[config.mk]
export PLATFORM = sky130hd
export DESIGN_NAME = sram_error_detect_correct_host
export DESIGN_NICKNAME = d
export VERILOG_FILES = /design/src/hdl/flag_sync.v /design/src/hdl/sram_error_detect_correct_host.v
export VERILOG_INCLUDE_DIRS = /design/src /design/src/hdl
export SDC_FILE = /design/constraint.sdc
export NUM_CORES = 1
export LEC_CHECK = 0
export BUFFER_PORTS_ARGS = -buffer_cell sky130_fd_sc_hd__buf_2
export CORE_MARGIN = 2
export CORE_UTILIZATION = 53
export DETAILED_ROUTE_END_ITERATION = 7
export PLACE_DENSITY = 0.95
export SETUP_SLACK_MARGIN = 0.4
export SKIP_CTS_REPAIR_TIMING = 1
export SYNTH_ARGS = -nofsm -noshare
export SYNTH_HDL_FRONTEND = slang
export SYNTH_SLANG_ARGS = --single-unit
[constraint.sdc]
create_clock -name ref_clk_in -period 5.4 [get_ports ref_clk_in]
set_input_delay 0.54 -clock ref_clk_in [delete_from_list [all_inputs] [get_ports ref_clk_in]]
set_output_delay 0.54 -clock ref_clk_in [all_outputs]
set_load 0.005 [all_outputs]
[src/hdl/sram_ctrl_defines.vh]
`ifndef SRAM_CTRL_DEFINES_VH
`define SRAM_CTRL_DEFINES_VH

// Pin widths
`define ADDR_W 19
`define DATA_W 32
// Clock period in ps (50 MHz)
`define CLK_PS 20000
// Read cycle and access time, 20 ns
`define T_ACCESS_PS 20000
// Output-enable access and error-flag valid time, 8.6 ns
`define T_OE_PS 8600
// Cycle counts: least times round up; the OE count adds one cycle
`define ACC_CYC ((`T_ACCESS_PS + `CLK_PS - 1) / `CLK_PS)
`define OE_CYC ((`T_OE_PS + `CLK_PS - 1) / `CLK_PS + 1)
// Flag synchroniser stages; a read must not end before the flag has crossed them
`define SYNC_CYC 2
`define RD_CYC (`ACC_CYC + `SYNC_CYC)
// Cycles held deselected so the flag pull-down can settle
`define DESEL_CYC 3
`define CNT_W 4
`define CNT_ZERO 4'h0
`define ADDR_ZERO 19'h00000
`define DATA_ZERO 32'h00000000

`endif

[src/hdl/flag_sync.v]
`default_nettype none

// Two-stage synchroniser for the error flag pin
module flag_sync (
    // Clock and reset
    input wire ref_clk_in,
    input wire rstn_in,
    // Asynchronous level in, synchronised level out
    input wire async_in,
    output wire sync_out
);

    reg meta_ff;
    reg sync_ff;

    always @(posedge ref_clk_in) begin
        if (!rstn_in) begin
            meta_ff <= 1'b0;
            sync_ff <= 1'b0;
        end else begin
            meta_ff <= async_in;
            sync_ff <= meta_ff;
        end
    end

    assign sync_out = sync_ff;

endmodule

`default_nettype wire

[src/hdl/sram_error_detect_correct_host.v]
// Overview of operation
// - Never hold output and write enables high with flag high while selected.
// - Flag must return low before the next error can be reported.
// - Clear: deselect first, then raise output enable.
// - Deselect by the high-active select keeps scrubbing running while enable rises.
// - Stay deselected until flag low; move to last error-free address.
// - Reselect with output enable high, then lower it for a read.
// - Address changes spaced by at least 20 ns; data valid within 20 ns.
`default_nettype none
`include "sram_ctrl_defines.vh"

module sram_error_detect_correct_host (
    // Clock and reset
    input wire ref_clk_in,
    input wire rstn_in,
    // User request port
    input wire req_valid_in,
    input wire req_write_in,
    input wire [`ADDR_W-1:0] req_addr_in,
    input wire [`DATA_W-1:0] req_wdata_in,
    output wire req_ready_out,
    // User answer port
    output reg rsp_valid_out,
    output reg [`DATA_W-1:0] rsp_rdata_out,
    output reg rsp_error_out,
    output reg flag_clear_done_out,
    // Memory pins
    output reg [`ADDR_W-1:0] mem_addr_out,
    output reg chip_select_low_active_out,
    output reg chip_select_high_active_out,
    output reg write_enable_n_out,
    output reg output_enable_n_out,
    input wire [`DATA_W-1:0] mem_dq_in,
    output reg [`DATA_W-1:0] mem_dq_out,
    output reg mem_dq_oe_n_out,
    input wire bit_error_flag_in
);

    localparam [6:0] ST_IDLE = 7'h01;
    localparam [6:0] ST_READ = 7'h02;
    localparam [6:0] ST_WRITE = 7'h04;
    localparam [6:0] ST_DESEL = 7'h08;
    localparam [6:0] ST_OEHI = 7'h10;
    localparam [6:0] ST_RESEL = 7'h20;
    localparam [6:0] ST_OERD = 7'h40;

    localparam integer ACC_I = `ACC_CYC;
    localparam integer RD_I = `RD_CYC;
    localparam integer OE_I = `OE_CYC;
    localparam integer DESEL_I = `DESEL_CYC;
    localparam [`CNT_W-1:0] ACC_N = ACC_I[`CNT_W-1:0];
    localparam [`CNT_W-1:0] RD_N = RD_I[`CNT_W-1:0];
    localparam [`CNT_W-1:0] OE_N = OE_I[`CNT_W-1:0];
    localparam [`CNT_W-1:0] DESEL_N = DESEL_I[`CNT_W-1:0];

    reg [6:0] state_ff;
    reg [6:0] nxt_state;
    reg [`CNT_W-1:0] cnt_ff;
    reg [`CNT_W-1:0] nxt_cnt;
    reg [`ADDR_W-1:0] good_addr_ff;
    wire flag_sync;

    flag_sync flag_sync_i (
        .ref_clk_in(ref_clk_in),
        .rstn_in(rstn_in),
        .async_in(bit_error_flag_in),
        .sync_out(flag_sync)
    );

    assign req_ready_out = (state_ff == ST_IDLE);

    always @* begin
        nxt_state = state_ff;
        nxt_cnt = (cnt_ff == `CNT_ZERO) ? cnt_ff : cnt_ff - 1'b1;
        case (state_ff)
            ST_IDLE: begin
                if (req_valid_in) begin
                    nxt_state = req_write_in ? ST_WRITE : ST_READ;
                    // Reads also wait out the synchroniser, else the flag is sampled stale
                    nxt_cnt = req_write_in ? ACC_N : RD_N;
                end
            end
            ST_READ: begin
                if (cnt_ff == `CNT_ZERO) begin
                    nxt_state = flag_sync ? ST_DESEL : ST_IDLE;
                    nxt_cnt = DESEL_N;
                end
            end
            ST_WRITE: begin
                if (cnt_ff == `CNT_ZERO) begin
                    nxt_state = ST_IDLE;
                end
            end
            ST_DESEL: begin
                if (cnt_ff == `CNT_ZERO) begin
                    nxt_state = ST_OEHI;
                    nxt_cnt = DESEL_N;
                end
            end
            ST_OEHI: begin
                if (cnt_ff == `CNT_ZERO && !flag_sync) begin
                    nxt_state = ST_RESEL;
                    nxt_cnt = ACC_N;
                end
            end
            ST_RESEL: begin
                if (cnt_ff == `CNT_ZERO) begin
                    nxt_state = ST_OERD;
                    nxt_cnt = OE_N;
                end
            end
            ST_OERD: begin
                if (cnt_ff == `CNT_ZERO) begin
                    nxt_state = ST_IDLE;
                end
            end
            default: begin
                nxt_state = ST_IDLE;
            end
        endcase
    end

    always @(posedge ref_clk_in) begin
        if (!rstn_in) begin
            state_ff <= ST_IDLE;
            cnt_ff <= `CNT_ZERO;
            good_addr_ff <= `ADDR_ZERO;
            mem_addr_out <= `ADDR_ZERO;
            chip_select_low_active_out <= 1'b0;
            chip_select_high_active_out <= 1'b0;
            write_enable_n_out <= 1'b1;
            output_enable_n_out <= 1'b1;
            mem_dq_out <= `DATA_ZERO;
            mem_dq_oe_n_out <= 1'b1;
            rsp_valid_out <= 1'b0;
            rsp_rdata_out <= `DATA_ZERO;
            rsp_error_out <= 1'b0;
            flag_clear_done_out <= 1'b0;
        end else begin
            state_ff <= nxt_state;
            cnt_ff <= nxt_cnt;
            rsp_valid_out <= 1'b0;
            flag_clear_done_out <= 1'b0;
            case (nxt_state)
                ST_IDLE: begin
                    // Scrub standby keeps background correction running between accesses
                    chip_select_low_active_out <= 1'b0;
                    chip_select_high_active_out <= 1'b0;
                    write_enable_n_out <= 1'b1;
                    output_enable_n_out <= 1'b1;
                    mem_dq_oe_n_out <= 1'b1;
                end
                ST_READ: begin
                    chip_select_low_active_out <= 1'b0;
                    chip_select_high_active_out <= 1'b1;
                    write_enable_n_out <= 1'b1;
                    output_enable_n_out <= 1'b0;
                    mem_dq_oe_n_out <= 1'b1;
                    if (state_ff == ST_IDLE) begin
                        mem_addr_out <= req_addr_in;
                    end
                end
                ST_WRITE: begin
                    // Output enable held high so the write never floats as a flag-select cycle
                    chip_select_low_active_out <= 1'b0;
                    chip_select_high_active_out <= 1'b1;
                    write_enable_n_out <= (nxt_cnt == `CNT_ZERO);
                    output_enable_n_out <= 1'b1;
                    mem_dq_oe_n_out <= 1'b0;
                    if (state_ff == ST_IDLE) begin
                        mem_addr_out <= req_addr_in;
                        mem_dq_out <= req_wdata_in;
                        good_addr_ff <= req_addr_in;
                    end
                end
                ST_DESEL: begin
                    // Drop the high-active select so scrubbing keeps running
                    chip_select_high_active_out <= 1'b0;
                    chip_select_low_active_out <= 1'b0;
                    output_enable_n_out <= 1'b0;
                    mem_dq_oe_n_out <= 1'b1;
                end
                ST_OEHI: begin
                    output_enable_n_out <= 1'b1;
                    mem_addr_out <= good_addr_ff;
                end
                ST_RESEL: begin
                    chip_select_high_active_out <= 1'b1;
                    output_enable_n_out <= 1'b1;
                end
                ST_OERD: begin
                    output_enable_n_out <= 1'b0;
                end
                default: begin
                    chip_select_high_active_out <= 1'b0;
                end
            endcase
            if (state_ff == ST_READ && cnt_ff == `CNT_ZERO) begin
                rsp_valid_out <= 1'b1;
                rsp_rdata_out <= mem_dq_in;
                rsp_error_out <= flag_sync;
                if (!flag_sync) begin
                    good_addr_ff <= mem_addr_out;
                end
            end
            if (state_ff == ST_OERD && cnt_ff == `CNT_ZERO) begin
                flag_clear_done_out <= 1'b1;
            end
        end
    end

endmodule

`default_nettype wire

* Word level (Yosys, flattened, before mapping)
Cells that the tools add are included.
W data, S select, Z words.
** Word-level totals
- Flip-flop bits (word level) :: 122
- Input bits :: 88
- Output and inout bits :: 92
- Word-level logic and storage cells :: 80
** Cells by class
- $add $sub $neg :: 1
- Equality and inequality tests :: 15
- Muxes and demuxes :: 28
- Reductions and logical operators :: 21
** Operators with widths (count)
- $mux W19 :: 5
- $mux W7 :: 6
- $pmux W7 S6 :: 1
- $pmux W19 S2 :: 1
- $mux W4 :: 6
- $pmux W4 S4 :: 1
- $eq A7 B1 Y1 const B :: 2
- $eq A7 B2 Y1 const B :: 2
- $eq A7 B3 Y1 const B :: 2
- $eq A7 B4 Y1 const B :: 2
- $eq A7 B5 Y1 const B :: 2
- $eq A7 B6 Y1 const B :: 2
- $eq A7 B7 Y1 const B :: 2
- $reduce_or A2 Y1 :: 5
- $reduce_or A3 Y1 :: 3
- $logic_not A4 Y1 :: 2
- $pmux W1 S2 :: 4
- $reduce_bool A2 Y1 :: 4
- $reduce_and A2 Y1 :: 2
- $reduce_or A4 Y1 :: 1
- $sub A4 B1 Y4 const B :: 1
- $logic_and A1 B1 Y1 :: 3
- $mux W3 :: 1
- $mux W1 :: 2
- 3 further kinds :: 3

* Longest topological paths before layout
- Word-level depth :: 8
- Mapped depth :: 9
- Gate-level depth less buffers :: 8

* Hierarchy
From an unflattened synthesis, not the netlist that was laid out.
** Unflattened totals
- Cells, all modules :: 599
- Area, all modules :: 5122.4 um^2
** By module, submodules not included
- sram_error_detect_correct_host :: times used 1, cells an instance 595, area an instance 5069.9 um^2, seq. area each 2402.3 um^2
- flag_sync :: times used 1, cells an instance 4, area an instance 52.6 um^2, seq. area each 40.0 um^2

* Worst setup path before layout
OpenSTA, ideal clock, no wires.
- Kind :: register to register
- From :: register cnt_ff[0]
- To :: register mem_dq_oe_n_out
- Setup time :: 0.134 ns
- Data arrival time :: 2.064 ns
- Required time :: 5.266 ns
- Setup slack :: 3.202 ns
- Stages on the path, launching flop included :: 9
- Buffers on the path :: 1
- Period minus slack after synthesis :: 2.198 ns
- Path through :: dfxtp_1 inv_1 ha_1 or3b_1 clkbuf_1 a22oi_1 o22ai_1 and2_1 or4_1
** On the way
- Longest elaborated chain between the ends :: 7
- Elaborated cells between the ends (all ways) :: 15
** Ends and longest elaborated chain
- start, declared :: line sram_error_detect_correct_host.v:58 : reg [`CNT_W-1:0] cnt_ff;
- start signal, assigned :: line sram_error_detect_correct_host.v:126 : cnt_ff <= `CNT_ZERO;
- start signal, assigned :: line sram_error_detect_correct_host.v:141 : cnt_ff <= nxt_cnt;
- $logic_not A4 Y1 (no source line) (*)
- $logic_and A1 B1 Y1 :: line sram_error_detect_correct_host.v:101 : if (cnt_ff == `CNT_ZERO && !flag_sync) begin
- $mux W7 :: line sram_error_detect_correct_host.v:101
- $pmux W7 S6 (*) :: line sram_error_detect_correct_host.v:75 : case (state_ff)
- $eq A7 B2 Y1, or another cell as far along :: line sram_error_detect_correct_host.v:144 : case (nxt_state)
- $reduce_or A3 Y1 (no source line)
- $pmux W1 S2 or $reduce_bool A2 Y1 (tied branches)
- end signal, assigned :: line sram_error_detect_correct_host.v:151 : mem_dq_oe_n_out <= 1'b1;
- end signal, assigned :: line sram_error_detect_correct_host.v:158 : mem_dq_oe_n_out <= 1'b1;
- end signal, assigned :: line sram_error_detect_correct_host.v:169 : mem_dq_oe_n_out <= 1'b0;
- end, declared :: line sram_error_detect_correct_host.v:35 : output reg mem_dq_oe_n_out,
Every way passes the cells marked *; elsewhere a longest branch is shown, timed or not.
A chain may end at the register's enable or synchronous reset.

* Worst setup path in the final report
- From :: register state_ff[3]
- To :: register good_addr_ff[5]
** On the way
- Longest elaborated chain between the ends :: 7
- Elaborated cells between the ends (all ways) :: 21
** Ends and longest elaborated chain
- start, declared :: line sram_error_detect_correct_host.v:56 : reg [6:0] state_ff;
- start signal, assigned :: line sram_error_detect_correct_host.v:140 : state_ff <= nxt_state;
- $eq A7 B7 Y1 or $eq A7 B3 Y1 (tied branches) :: line sram_error_detect_correct_host.v:75
- $reduce_or A2 Y1 (no source line)
- $pmux W7 S6 :: line sram_error_detect_correct_host.v:75
- $eq A7 B3 Y1 :: line sram_error_detect_correct_host.v:144
- $mux W19 :: line sram_error_detect_correct_host.v:144
- $mux W19 :: line sram_error_detect_correct_host.v:202 : if (!flag_sync) begin
- $mux W19 (*) :: line sram_error_detect_correct_host.v:198 : if (state_ff == ST_READ && cnt_ff == `CNT_ZERO) begin
- end signal, assigned :: line sram_error_detect_correct_host.v:127 : good_addr_ff <= `ADDR_ZERO;
- end signal, assigned :: line sram_error_detect_correct_host.v:173 : good_addr_ff <= req_addr_in;
- end signal, assigned :: line sram_error_detect_correct_host.v:203 : good_addr_ff <= mem_addr_out;
- end, declared :: line sram_error_detect_correct_host.v:60 : reg [`ADDR_W-1:0] good_addr_ff;
Marked as above.

==> run_results.csv <==
group,metric,value,unit
floorplanning,die_h,101.4,µm
yosys,synth_nets,686,
setup_path,cp.depth,7,
setup_path,cp_num_buf_inv,2,
setup_path,critical-path-top-delay-family,"simple AND/OR/NAND/NOR gates",
detailed_routing,drt_iter0_drc,158,
yosys,synth_edf_count,0,
detailed_routing,final_antenna_net_count,0,
yosys,synth.avg_cell_area,8.421,µm²
yosys,synth_adder_area_share,0.2489,%
global_route,grt.total_usage,24.75,%
global_route,grt_pass1_wl,20.48,mm
setup_path,required,5.78,ns
yosys,yosysWarnings,0,
flow_run,cap_violations,0,
floorplanning,dieArea,10280,µm²
setup_path,worstRegToRegCells,7,
detailed_routing,viasPerCell,5.301,
yosys,muxShareOfSynthArea,7.765,%
yosys,synth_top_family_by_area,"simple AND/OR/NAND/NOR gates",
clock_network,insertion_delay,0.50,ns
setup_path,r2r_end,"good_addr_ff[5]$_SDFF_PN0_",
power_and_ir_drop,max-vdd-ir-drop,0.0002384,V
yosys,synth-async-reset-ratio,0,%
sta,rsz0062_at_grt,"false",
setup_path,r2r_start,"state_ff[3]$_SDFF_PN0_",
power_and_ir_drop,power,2.452,mW
global_route,grt_pass1_vias,4539,
floorplanning,initial_core_util,54.41,%
setup_path,crit_chain,"nor3_2 -> nand3_1 -> inv_1 -> nand2_2 -> buf_4 -> mux2i_1 -> a211oi_1",
setup_path,cp-startpoint,"state_ff[3]$_SDFF_PN0_",
setup_path,max_stage_delay,0.43,ns
detailed_routing,post_drt_wl_per_cell,14.00,µm
setup_path,timing.critical_path.to,"good_addr_ff[5]$_SDFF_PN0_",
placement,port_buffers,178,
clock_network,cts_tree,"done",
placement,pre_cts_slack,2.955,ns
worst_hold_path,hp-class,"in -> reg",
clock_network,cts.clk_slew.worst_paths,0.06,ns
finish,syn2layout_area_growth,30.31,%
detailed_routing,dr_total_vias,4766,
sta,hold_viol_final,0,
yosys,synth_cells,597,
sta,fin_ws,2.903,ns
yosys,synth_compound_area_share,16.28,%
setup_path,rrSetupSlack,2.90,ns
global_route,antenna_found_initial,0,
setup_path,crit_fanout,33,
sta,max_freq,400.5,MHz
sta,period_needed,2.497,ns
placement,hpwlAfterDp,8.680,mm
floorplanning,io_pins,180,
sta,fin_skew,0.01291,ns
floorplanning,fp-row-count,35,
finish,fin_util,70.90,%
yosys,synth-simple-area-share,21.73,%
global_route,grt_max_degree,65,
finish,drive_gt1_share,30.65,%
clock_network,cts_num_sinks,122,
clock_network,root_buffer,"clkbuf_8",
detailed_routing,drc,0,
setup_path,critPathCaptureType,"flop",
detailed_routing,drt_pass1_iterations,4,
detailed_routing,routed_wl,12.58,mm
setup_path,crit_path_start_kind,"flop",
power_and_ir_drop,p_leak,3.054,nW
yosys,synthXorXnorAreaFrac,0.8711,%
power_and_ir_drop,p_per_area,374.3,nW/µm²
global_route,grt_overflow,0,
finish,antennaDiodeCount,0,
setup_path,critPathKind,"reg -> reg",
clock_network,cts_buffers,17,
sta,tightest_slew,0.8581,ns
sta,relSlewSlack,42.73,%
yosys,synthFlopType,"dfxtp_1",
floorplanning,coreArea,9240,µm²
yosys,ys_seq_elements,122,
yosys,yosysUniqueCellTypes,50,
yosys,ys_seq_area_share,48.58,%
status,status,"finished, final reports clean",
setup_path,cp.arrival,2.87,ns
sta,setup_viol,0,
placement,gp_congestion,0.9792,
clock_network,ctsLongestPathBuffers,2,
setup_path,critPathSlowestCell,"dfxtp_1",
clock_network,htreeDepth,4,
sta,tns,0,ns
yosys,netlist_area,5027,µm²
sta,period_share,46.23,%
sta,final_max_slew_viol_count,0,
floorplanning,die_x,101.4,µm
finish,nets,847,
==> worst min-delay path, stage by stage <==
cell and delay, ns:
buf_2 0.10, nand2_1 0.04, a21oi_1 0.05
==> worst min-delay path by stage <==
stage / start / to / slack (ns) / depth (start not counted)
floorplan: flag_sync_i.meta_ff$_SDFF_PN0_ / flag_sync_i.sync_out$_SDFF_PN0_ / 0.41 / 1
global placement: flag_sync_i.meta_ff$_SDFF_PN0_ / flag_sync_i.sync_out$_SDFF_PN0_ / 0.41 / 1
detailed placement: flag_sync_i.meta_ff$_SDFF_PN0_ / flag_sync_i.sync_out$_SDFF_PN0_ / 0.42 / 1
CTS: mem_dq_in[11] / rsp_rdata_out[11]$_SDFFE_PN0P_ / 0.25 / 3
global route: mem_dq_in[9] / rsp_rdata_out[9]$_SDFFE_PN0P_ / 0.26 / 3
finish: mem_dq_in[11] / rsp_rdata_out[11]$_SDFFE_PN0P_ / 0.28 / 3
==> cells by family (layout without fill, tap and decap cells) <==
| group | after synthesis | in the layout |
|---|---|---|
| fa+ha+maj | 1 | 1 |
| flops | 122 | 122 |
| simple gates | 247 | 247 |
| xor+xnor | 5 | 5 |
| mux | 39 | 39 |
| other cells | 1 | 1 |
| buf+inv | 52 | 225 |
| compound gates | 130 | 130 |
==> cell usage in the layout (no fill, tap or decap), types with 4 or more instances in the layout <==
cell type	netlist	final
buf_4	3	9
mux2i_1	39	39
buf_2	8	178
nand2_1	136	135
clkinv_4	0	4
a211oi_1	38	38
and2_1	7	7
nor2_1	61	59
a21oi_1	68	68
a22oi_1	4	4
inv_1	6	6
clkbuf_16	0	16
dfxtp_1	122	122
xnor2_1	5	5
nor3_1	8	8
nand3_1	5	5
nand4_1	4	4
==> where the power goes <==
part	total [mW]	switching [mW]	internal, mW
sequential	0.992	0.0396	0.953
combinational	0.349	0.194	0.156
clock	1.11	0.405	0.705
total	2.45	0.638	1.81
==> routing by layer <==
metal  share of wire [%]  global-route usage (%)  wire (µm)
met1                  43                   30.37       5409
met2                  49                   41.77       6190
met3                 6.5                   7.246        816
met4                 1.3                   8.212        166
met5                   0                       0          0
==> layout make-up <==
type	instances	area [µm²]
Tap cell	129	161.4
Clock inverter	13	168.9
Clock buffer	18	417.9
Sequential cell	122	2442
Inverter	7	27.53
Fill cell	732	2689
Multi-Input combinational cell	423	2375
Timing Repair Buffer	187	958.4
==> registers in the layout, summed over array words and instances (netlist names), 4 cells and up <==
name           count
cnt_ff             4
rsp_rdata_out     32
good_addr_ff      19
state_ff           7
mem_addr_out      19
mem_dq_out        32
==> per-stage QoR <==
stage,area (µm²),hold slack [ns],instances
floorplan,5027,0.4119,597
CTS,6551,0.2536,899
global placement,5964,0.4139,868
finish,6551,0.2793,899
global route,6551,0.2600,899
detailed placement,5964,0.4220,868
==> cell usage after synthesis, types with 4 or more instances <==
library cell  count  area (µm²)
clkbuf_1         33       123.9
nand4_1           4       25.02
o22ai_1           4       25.02
nand3_1           5       25.02
a22oi_1           4       30.03
nor3_1            8       40.04
and2_1            7       43.79
xnor2_1           5       43.79
inv_1             6       22.52
dfxtp_1         122        2442
nor2_1           61       229.0
mux2i_1          39       390.4
buf_2             8       40.04
a211oi_1         38       285.3
nand2_1         136       510.5
a21oi_1          68       340.3
Power figures use the tool's default switching activity.
